## src/cpflow_pkg.sv

```systemverilog
`default_nettype none
package cpflow_pkg;
    // register byte offsets
    localparam logic [4:0] ADR_CTRL = 5'h00;
    localparam logic [4:0] ADR_ERR = 5'h04;
    localparam logic [4:0] ADR_STAT = 5'h08;
    localparam logic [4:0] ADR_CNT = 5'h0c;
    localparam logic [4:0] ADR_BASE = 5'h10;
    // control register fields
    localparam int CTRL_EN = 0;
    localparam int CTRL_RCB = 1;
    localparam int CTRL_MODEL = 2;
    localparam int CTRL_LOCK = 4;
    localparam int CTRL_RUN = 5;
    // error status fields
    localparam int ES_DIS = 0;
    localparam int ES_ILL = 1;
    // channel status and counter register fields
    localparam int ST_Z = 0;
    localparam int ST_N = 1;
    localparam int ST_IEN = 2;
    localparam int ST_CEN = 3;
    localparam int ST_DATA_POINTER_FIELD = 8;
    localparam int CNT_SERVICE_PRIORITY_NUMBER = 16;
    // context strides per model
    localparam logic [7:0] STRIDE_FULL = 8'h20;
    localparam logic [7:0] STRIDE_SMALL = 8'h10;
    localparam logic [7:0] STRIDE_MIN = 8'h08;
    localparam logic [31:0] WORD_STEP = 32'h0000_0004;

    typedef enum logic [2:0] {
        OP_NOP = 3'b000, OP_JIND = 3'b001, OP_JIDX = 3'b010,
        OP_COPY = 3'b011, OP_BURST_COPY = 3'b100, OP_EXIT = 3'b101,
        OP_WSTAT = 3'b110, OP_PMEM = 3'b111
    } op_t;
    typedef enum logic [1:0] {
        MOD_KEEP = 2'b00, MOD_INC = 2'b01, MOD_DEC = 2'b10
    } mod_t;
    typedef enum logic [1:0] {
        MODEL_FULL = 2'b00, MODEL_SMALL = 2'b01, MODEL_MIN = 2'b10
    } model_t;

    typedef struct packed {
        op_t op;
        logic cond;
        logic [31:0] val;
        logic [31:0] src;
        logic [31:0] dst;
        mod_t smod;
        mod_t dmod;
        logic [3:0] cnt;
        logic ep;
        logic cnz;
        logic [1:0] flags;
        logic [5:0] off;
    } instr_t;
    typedef struct packed {
        logic [7:0] service_priority_number;
        logic channel_enable_bit;
        logic [15:0] pc;
    } invoke_t;
    typedef struct packed {
        logic req;
        logic we;
        logic lock;
        logic [3:0] burst;
        logic [31:0] addr;
        logic [31:0] wdata;
    } mem_req_t;
endpackage
`default_nettype wire

```

## src/channel_flow_copy.sv

```systemverilog
// Added by the designer: the Wishbone slave port and the register addresses.
`timescale 1ns/1ps
`default_nettype none
module channel_flow_copy (
    // clock, reset, enable
    input wire logic clk_i,
    input wire logic rst_i,
    input wire logic ce_i,
    // wishbone slave
    input wire logic [4:0] adr_i,
    input wire logic [31:0] dat_i,
    input wire logic [3:0] sel_i,
    input wire logic we_i,
    input wire logic cyc_i,
    input wire logic stb_i,
    output logic [31:0] dat_o,
    output logic ack_o,
    output logic err_o,
    // system state
    input wire logic global_init_done_i,
    // channel invocation
    input wire logic inv_valid_i,
    input wire cpflow_pkg::invoke_t inv_i,
    output logic inv_ready_o,
    // instruction issue
    input wire logic ins_valid_i,
    input wire cpflow_pkg::instr_t ins_i,
    output logic ins_ready_o,
    // system bus master
    output cpflow_pkg::mem_req_t mem_o,
    input wire logic mem_ack_i,
    input wire logic [31:0] mem_rdata_i,
    // results
    output logic [15:0] pc_o,
    output logic [15:0] ctx_addr_o,
    output logic [15:0] saved_pc_o,
    output logic [13:0] pmem_addr_o,
    output logic [31:0] src_o,
    output logic [31:0] dst_o,
    output logic int_allowed_o,
    output logic exit_irq_o,
    output logic [7:0] exit_service_priority_number_o,
    output logic err_irq_o
);
    import cpflow_pkg::*;

    typedef enum logic [1:0] {
        S_IDLE = 2'b00, S_READ = 2'b01, S_WRITE = 2'b10
    } fsm_t;

    typedef struct packed {
        fsm_t st;
        logic en;
        logic restart_from_base_bit;
        model_t model;
        logic lock;
        logic [1:0] es;
        logic [15:0] stat;
        logic [15:0] tc;
        logic [7:0] service_priority_number;
        logic [15:0] pbase;
        logic act;
        logic [7:0] chan;
        logic [15:0] pc;
        logic [15:0] ctx;
        logic [15:0] saved;
        logic [13:0] paddr;
        logic ien_eff;
        logic [31:0] src;
        logic [31:0] dst;
        mod_t smod;
        mod_t dmod;
        logic [4:0] left;
        logic [3:0] chunk;
        logic [3:0] idx;
        logic [7:0][31:0] buffer;
        mem_req_t mem;
        logic ack;
        logic err;
        logic [31:0] rdat;
        logic xirq;
        logic [7:0] xsrpn;
        logic eirq;
        logic ins_rdy;
        logic inv_rdy;
    } state_t;

    state_t s;
    state_t n;
    logic wb_go;
    logic ins_go;
    logic inv_go;
    logic [31:0] wv;
    logic [3:0] bw;

    ////////////////////////////////////////////////////////////////////////
    function automatic logic [31:0] merge(input logic [31:0] o,
                                          input logic [31:0] d,
                                          input logic [3:0] b);
        logic [31:0] r;
        r = o;
        for (int i = 0; i < 4; i++) begin
            if (b[i]) begin
                r[i*8 +: 8] = d[i*8 +: 8];
            end
        end
        return r;
    endfunction

    function automatic logic [31:0] step(input logic [31:0] p,
                                         input mod_t m);
        case (m)
        MOD_INC: step = p + WORD_STEP;
        MOD_DEC: step = p - WORD_STEP;
        default: step = p;
        endcase
    endfunction

    function automatic logic aligned(input logic [31:0] a,
                                     input logic [3:0] w);
        logic [31:0] m;
        m = ({28'h000_0000, w} << 2) - 32'h0000_0001;
        return (a & m) == 32'h0000_0000;
    endfunction

    function automatic logic [7:0] stride(input model_t m);
        case (m)
        MODEL_SMALL: stride = STRIDE_SMALL;
        MODEL_MIN: stride = STRIDE_MIN;
        default: stride = STRIDE_FULL;
        endcase
    endfunction

    function automatic logic [3:0] burst_words(input logic [3:0] c);
        case (c)
        4'h1: burst_words = 4'h2;
        4'h2: burst_words = 4'h4;
        4'h3: burst_words = 4'h8;
        default: burst_words = 4'h0;
        endcase
    endfunction

    ////////////////////////////////////////////////////////////////////////
    always_comb begin
        n = s;
        n.ack = 1'b0;
        n.err = 1'b0;
        n.xirq = 1'b0;
        n.eirq = 1'b0;
        wv = 32'h0000_0000;
        bw = 4'h0;
        wb_go = cyc_i && stb_i && !s.ack && !s.err;
        ins_go = ins_valid_i && s.ins_rdy;
        inv_go = inv_valid_i && s.inv_rdy;
        // register access first, so hardware events below win over clears
        if (wb_go) begin
            n.ack = 1'b1;
            n.rdat = 32'h0000_0000;
            case (adr_i)
            ADR_CTRL: begin
                n.rdat[CTRL_EN] = s.en;
                n.rdat[CTRL_RCB] = s.restart_from_base_bit;
                n.rdat[CTRL_MODEL +: 2] = s.model;
                n.rdat[CTRL_LOCK] = s.lock;
                n.rdat[CTRL_RUN] = s.act || (s.st != S_IDLE);
                if (we_i && s.lock && global_init_done_i) begin
                    n.ack = 1'b0;
                    n.err = 1'b1;
                end else if (we_i) begin
                    wv = merge(n.rdat, dat_i, sel_i);
                    n.en = wv[CTRL_EN];
                    n.restart_from_base_bit = wv[CTRL_RCB];
                    n.model = model_t'(wv[CTRL_MODEL +: 2]);
                    n.lock = wv[CTRL_LOCK];
                end
            end
            ADR_ERR: begin
                n.rdat[1:0] = s.es;
                if (we_i && sel_i[0]) begin
                    n.es = s.es & ~dat_i[1:0];
                end
            end
            ADR_STAT: begin
                n.rdat[15:0] = s.stat;
                if (we_i) begin
                    wv = merge({16'h0000, s.stat}, dat_i, sel_i);
                    n.stat = wv[15:0];
                end
            end
            ADR_CNT: begin
                n.rdat = {8'h00, s.service_priority_number, s.tc};
                if (we_i) begin
                    wv = merge(n.rdat, dat_i, sel_i);
                    n.tc = wv[15:0];
                    n.service_priority_number = wv[CNT_SERVICE_PRIORITY_NUMBER +: 8];
                end
            end
            ADR_BASE: begin
                n.rdat[15:0] = s.pbase;
                if (we_i) begin
                    wv = merge(n.rdat, dat_i, sel_i);
                    n.pbase = wv[15:0];
                end
            end
            default: begin
                n.ack = 1'b0;
                n.err = 1'b1;
            end
            endcase
        end
        if (inv_go && inv_i.service_priority_number != 8'h00) begin
            n.ctx = 16'(s.pbase + 16'(inv_i.service_priority_number) * 16'(stride(s.model)));
            n.stat[ST_CEN] = inv_i.channel_enable_bit;
            if (!inv_i.channel_enable_bit) begin
                n.es[ES_DIS] = 1'b1;
                n.eirq = 1'b1;
            end else begin
                n.act = 1'b1;
                n.chan = inv_i.service_priority_number;
                n.pc = s.restart_from_base_bit ? {8'h00, inv_i.service_priority_number} : inv_i.pc;
            end
        end
        if (ins_go) begin
            n.pc = s.pc + 16'h0001;
            n.ien_eff = s.stat[ST_IEN];
            case (ins_i.op)
            OP_JIND: begin
                n.pc = ins_i.val[15:0];
            end
            OP_JIDX: begin
                if (ins_i.cond) begin
                    n.pc = s.pc + 16'h0001 + ins_i.val[15:0];
                end
            end
            OP_COPY, OP_BURST_COPY: begin
                n.src = ins_i.src;
                n.dst = ins_i.dst;
                n.smod = ins_i.smod;
                n.dmod = ins_i.dmod;
                n.idx = 4'h0;
                bw = (ins_i.op == OP_BURST_COPY) ? burst_words(ins_i.cnt)
                                            : ins_i.cnt;
                n.chunk = (ins_i.op == OP_BURST_COPY) ? bw : 4'h1;
                n.left = {1'b0, bw};
                if (bw == 4'h0 || (ins_i.op == OP_BURST_COPY &&
                    !(aligned(ins_i.src, bw) && aligned(ins_i.dst, bw)))) begin
                    n.es[ES_ILL] = 1'b1;
                    n.eirq = 1'b1;
                    n.act = 1'b0;
                end else begin
                    n.st = S_READ;
                    n.mem.req = 1'b1;
                    n.mem.we = 1'b0;
                    n.mem.lock = 1'b1;
                    n.mem.burst = n.chunk;
                    n.mem.addr = ins_i.src;
                end
            end
            OP_EXIT: begin
                if (ins_i.cnz && s.tc == 16'h0000) begin
                    n.xirq = 1'b1;
                    n.xsrpn = s.service_priority_number;
                end
                n.saved = ins_i.ep ? s.pc + 16'h0001 : {8'h00, s.chan};
                n.act = 1'b0;
            end
            OP_WSTAT: begin
                n.stat = ins_i.val[15:0];
                n.stat[ST_N:ST_Z] = ins_i.flags;
            end
            OP_PMEM: begin
                n.paddr = {s.stat[ST_DATA_POINTER_FIELD +: 8], ins_i.off};
            end
            default: begin
            end
            endcase
        end
        case (s.st)
        S_READ: begin
            if (mem_ack_i) begin
                n.buffer[s.idx[2:0]] = mem_rdata_i;
                n.src = step(s.src, s.smod);
                if (s.idx == s.chunk - 4'h1) begin
                    n.idx = 4'h0;
                    n.st = S_WRITE;
                    n.mem.we = 1'b1;
                    n.mem.addr = s.dst;
                    n.mem.wdata = (s.idx == 4'h0) ? mem_rdata_i
                                                  : s.buffer[0];
                end else begin
                    n.idx = s.idx + 4'h1;
                    n.mem.addr = n.src;
                end
            end
        end
        S_WRITE: begin
            if (mem_ack_i) begin
                n.dst = step(s.dst, s.dmod);
                if (s.idx == s.chunk - 4'h1) begin
                    n.idx = 4'h0;
                    n.left = s.left - {1'b0, s.chunk};
                    if (n.left == 5'h00) begin
                        n.tc = s.tc - 16'h0001;
                        n.st = S_IDLE;
                        n.mem = '0;
                    end else begin
                        n.st = S_READ;
                        n.mem.we = 1'b0;
                        n.mem.addr = n.src;
                    end
                end else begin
                    n.idx = s.idx + 4'h1;
                    n.mem.addr = n.dst;
                    n.mem.wdata = s.buffer[n.idx[2:0]];
                end
            end
        end
        default: begin
        end
        endcase
        n.ins_rdy = (n.st == S_IDLE) && n.act && n.en;
        n.inv_rdy = (n.st == S_IDLE) && !n.act && n.en && !inv_go;
    end

    always_ff @(posedge clk_i) begin
        if (rst_i) begin
            s <= '0;
        end else if (ce_i) begin
            s <= n;
        end
    end

    assign dat_o = s.rdat;
    assign ack_o = s.ack;
    assign err_o = s.err;
    assign inv_ready_o = s.inv_rdy;
    assign ins_ready_o = s.ins_rdy;
    assign mem_o = s.mem;
    assign pc_o = s.pc;
    assign ctx_addr_o = s.ctx;
    assign saved_pc_o = s.saved;
    assign pmem_addr_o = s.paddr;
    assign src_o = s.src;
    assign dst_o = s.dst;
    assign int_allowed_o = s.ien_eff;
    assign exit_irq_o = s.xirq;
    assign exit_service_priority_number_o = s.xsrpn;
    assign err_irq_o = s.eirq;
endmodule // channel_flow_copy
`default_nettype wire

```

## config.mk

```make
export PLATFORM = sky130hd
export DESIGN_NAME = channel_flow_copy
export DESIGN_NICKNAME = d
export VERILOG_FILES = /design/src/cpflow_pkg.sv /design/src/channel_flow_copy.sv
export SDC_FILE = /design/constraint.sdc
export NUM_CORES = 2
export LEC_CHECK = 0
export ABC_CLOCK_PERIOD_IN_PS = 9400
export BUFFER_PORTS_ARGS = -buffer_cell sky130_fd_sc_hd__buf_2
export CORE_MARGIN = 4
export CORE_UTILIZATION = 27
export DETAILED_ROUTE_END_ITERATION = 7
export GPL_TIMING_DRIVEN = 0
export PLACE_DENSITY = 0.42
export SETUP_SLACK_MARGIN = 0.4
export SYNTH_ARGS = -nofsm -noshare
export SYNTH_HDL_FRONTEND = slang
export SYNTH_SLANG_ARGS = --single-unit
```

## constraint.sdc

```tcl
create_clock -name clk_i -period 9.4 [get_ports clk_i]
set_input_delay 0.94 -clock clk_i [delete_from_list [all_inputs] [get_ports clk_i]]
set_output_delay 0.94 -clock clk_i [all_outputs]
set_load 0.03 [all_outputs]
```

==> impl_metrics.env <==
export IMPL_grt_met1_usage_pct=33.4
export IMPL_yosysTopAreaCellShare_pct=33.6
export IMPL_yosysTopAreaCell="dfxtp_1"
export IMPL_yosysUniqueCellTypes=88
export IMPL_ir_worst_vdd_mv=0.116
export IMPL_p_comb_share_pct=7.8
export IMPL_synth_area_per_cell_um2=7.86
export IMPL_cts_buffer_depth=3
export IMPL_synth_commonest_cells="nand2_1 (839), dfxtp_1 (583), a21oi_1 (521)"
export IMPL_ant_nets=0
export IMPL_clock_sinks=583
export IMPL_yosysMostFrequentCell="nand2_1"
export IMPL_power_uw=6060
export IMPL_cts_htree_levels=3
export IMPL_p_int_uw=4430
export IMPL_p_clk_share_pct=50.8
export IMPL_drcViolationCount=0
export IMPL_cp_cell_sequence="inv_1, ha_1, ha_1, a21o_1, a21oi_1, o21ai_0, a21oi_1, o31a_1, o211ai_1, a21boi_0, nor3_1, o31ai_1, a311oi_1"
export IMPL_critical_path_class="reg2reg"
export IMPL_core_um2=128000
export IMPL_vias=35100
export IMPL_fin_setup_tns_ns=0
export IMPL_dp_cells=6483
export IMPL_met3_usage_pct=4.96
export IMPL_cp_max_fo=31
export IMPL_synthTopCellsByArea="dfxtp_1 (34%), nand2_1 (9.1%), a21oi_1 (7.5%), buf_4 (5.2%), ha_1 (4.5%)"
export IMPL_hold_viol=0
export IMPL_endpoint_kind="register"
export IMPL_cts_tree="done"
export IMPL_gp_congestion=0.938
export IMPL_synth_cells=4414
export IMPL_clockRootBuffer="clkbuf_16"
export IMPL_slowest_stage="ha_1"
export IMPL_num_io_pins=470
export IMPL_drv_slew=0
export IMPL_first_pass_iters=8
export IMPL_grt_pass1_vias=33600
export IMPL_slew_headroom_pct=7.61
export IMPL_hpwl_um=132000
export IMPL_instances_no_fill=6629
export IMPL_ys_async_sr_fraction_pct=0
export IMPL_required_ns=9.91
export IMPL_tritoncts_num_buffers=77
export IMPL_dieHeight_um=366
export IMPL_drt_iter0_markers=3786
export IMPL_start_util_pct=27.2
export IMPL_fin_crit_ns=4.98
export IMPL_viasPerCell=5.29
export IMPL_grt_pass1_wl_um=245000
export IMPL_rows=131
export IMPL_postCtsResizedCells=0
export IMPL_grtUsageMet2_pct=38.7
export IMPL_track_usage_pct=24.6
export IMPL_busiest_layer="met2"
export IMPL_num_fill_cells=14000
export IMPL_post_cts_setup_buffers=0
export IMPL_synth_edff_count=0
export IMPL_gr_total_overflow=0
export IMPL_yosysSeqAreaShare_pct=33.6
export IMPL_drv_cap=0
export IMPL_p_switching_uw=1630
export IMPL_swShare_pct=27.0
export IMPL_port_buffers=399
export IMPL_fin_crit_sh_pct=53.0
export IMPL_final_nets=5271
export IMPL_drive_gt1_share_pct=18.1
export IMPL_p_leak_uw=0.0161
export IMPL_max_stage_delay_ns=1.08
export IMPL_yosys_warnings=0
export IMPL_hp_class="reg2reg"
export IMPL_outcome="finished clean"
export IMPL_finClkSkew_ns=0.0208
export IMPL_rsz0062_at_grt="no"
export IMPL_syn_area_um2=34700
export IMPL_die_w_um=366
export IMPL_grt_max_degree=33
export IMPL_startpoint_type="register"
export IMPL_tightest_slew_ns=1.39
export IMPL_synth_seq_cells=583
export IMPL_ys_flop_type="dfxtp_1"
export IMPL_syn_to_final_growth_pct=19.5
export IMPL_max_freq_ghz=0.201
export IMPL_clk_insertion_delay_late_ns=0.68
export IMPL_power_density_nw_per_um2=146
export IMPL_rrSetupSlack_ns=4.42
export IMPL_dieArea_um2=134000
export IMPL_worstPathArrival_ns=5.48
export IMPL_antenna_found_initial=22
export IMPL_wl_per_cell_um=26.1
export IMPL_cts_hold_fix_buffers=0
export IMPL_final_util_pct=32.5
export IMPL_wl_um=173000
export IMPL_p_seq_share_pct=41.4
export IMPL_clk_pin_slew_ns=0.06
export IMPL_setup_viol=0
==> layout by cell type (no fill, tap or decap), drive strengths merged, types with 71 or more instances in the layout <==
cell and n:
a21oi 521, buf 675, clkbuf 390, dfxtp 583, ha 126, inv 82
mux2i 145, nand2 839, nor2 346, nor3 104, o21ai 190, o22ai 71
==> through the flow <==
step / hold slack, ns / setup slack (ns) / cell area [um2]
final: 0.451 / 4.42 / 41400
after global routing: 0.465 / 4.23 / 41400
after CTS: 0.444 / 4.04 / 41400
after detailed placement: 0.444 / 4.06 / 38800
after global placement: 0.439 / 4.09 / 38800
after floorplan: 0.432 / 4.98 / 34700
==> worst max-delay path: cells and delay by family, from the launching register on <==
family / cells / cell delay (ns)
flip-flops: 1 / 0.31
AO/OA/AOI/OAI: 9 / 2.82
adder cells (fa/ha/maj): 2 / 1.55
buffers and inverters: 1 / 0.05
AND/OR/NAND/NOR: 1 / 0.09
==> layout make-up <==
class                   instances  area [um2]  share of cell area [%]
plain buffers                 554        3020                    7.28
clock buffers                 111        2260                    5.46
flip-flops and latches        583       11700                    28.2
well taps                    1662        2080                    5.02
inverters                      79         297                   0.716
repair buffers                400        2010                    4.85
diodes                         10        25.0                  0.0604
clock inverters                25         330                   0.797
multi-input cells            3205       19700                    47.7
==> kinds of logic after synthesis <==
family | count (synthesis) | synth area share [%]
simple gates | 1571 | 19.4
flops | 583 | 33.6
mux | 225 | 8.86
buf+inv | 633 | 9.53
other cells | 1 | 0.0108
fa+ha+maj | 145 | 5.64
compound gates | 1173 | 20.8
xor+xnor | 83 | 2.10
==> path summary, 6_finish.rpt <==
path                                   to      from  cells past startpoint
worst max-delay path            mem_o[60]    s[388]                     13
worst min-delay path             register  register                      2
worst max register to register  mem_o[60]    s[388]                     13
worst min register to register   register  register                      2
==> power groups by stage <==
| stage | sequential, uW | combinational, uW | clock (uW) |
|---|---|---|---|
| 2_1_floorplan | 2550 | 233 | 0 |
| 3_3_place_gp | 2560 | 462 | 0 |
| 3_5_place_dp | 2560 | 463 | 0 |
| 4_1_cts | 2510 | 464 | 3140 |
| 5_1_grt | 2510 | 495 | 3240 |
| 6_report | 2510 | 473 | 3080 |
==> layer usage <==
layer,share of wire [%],vias up
met5,0.035,-
met4,3.8,10
met1,44,17000
li1,-,16400
met3,7.1,295
met2,45,1403
Power figures use the tool's default switching activity.
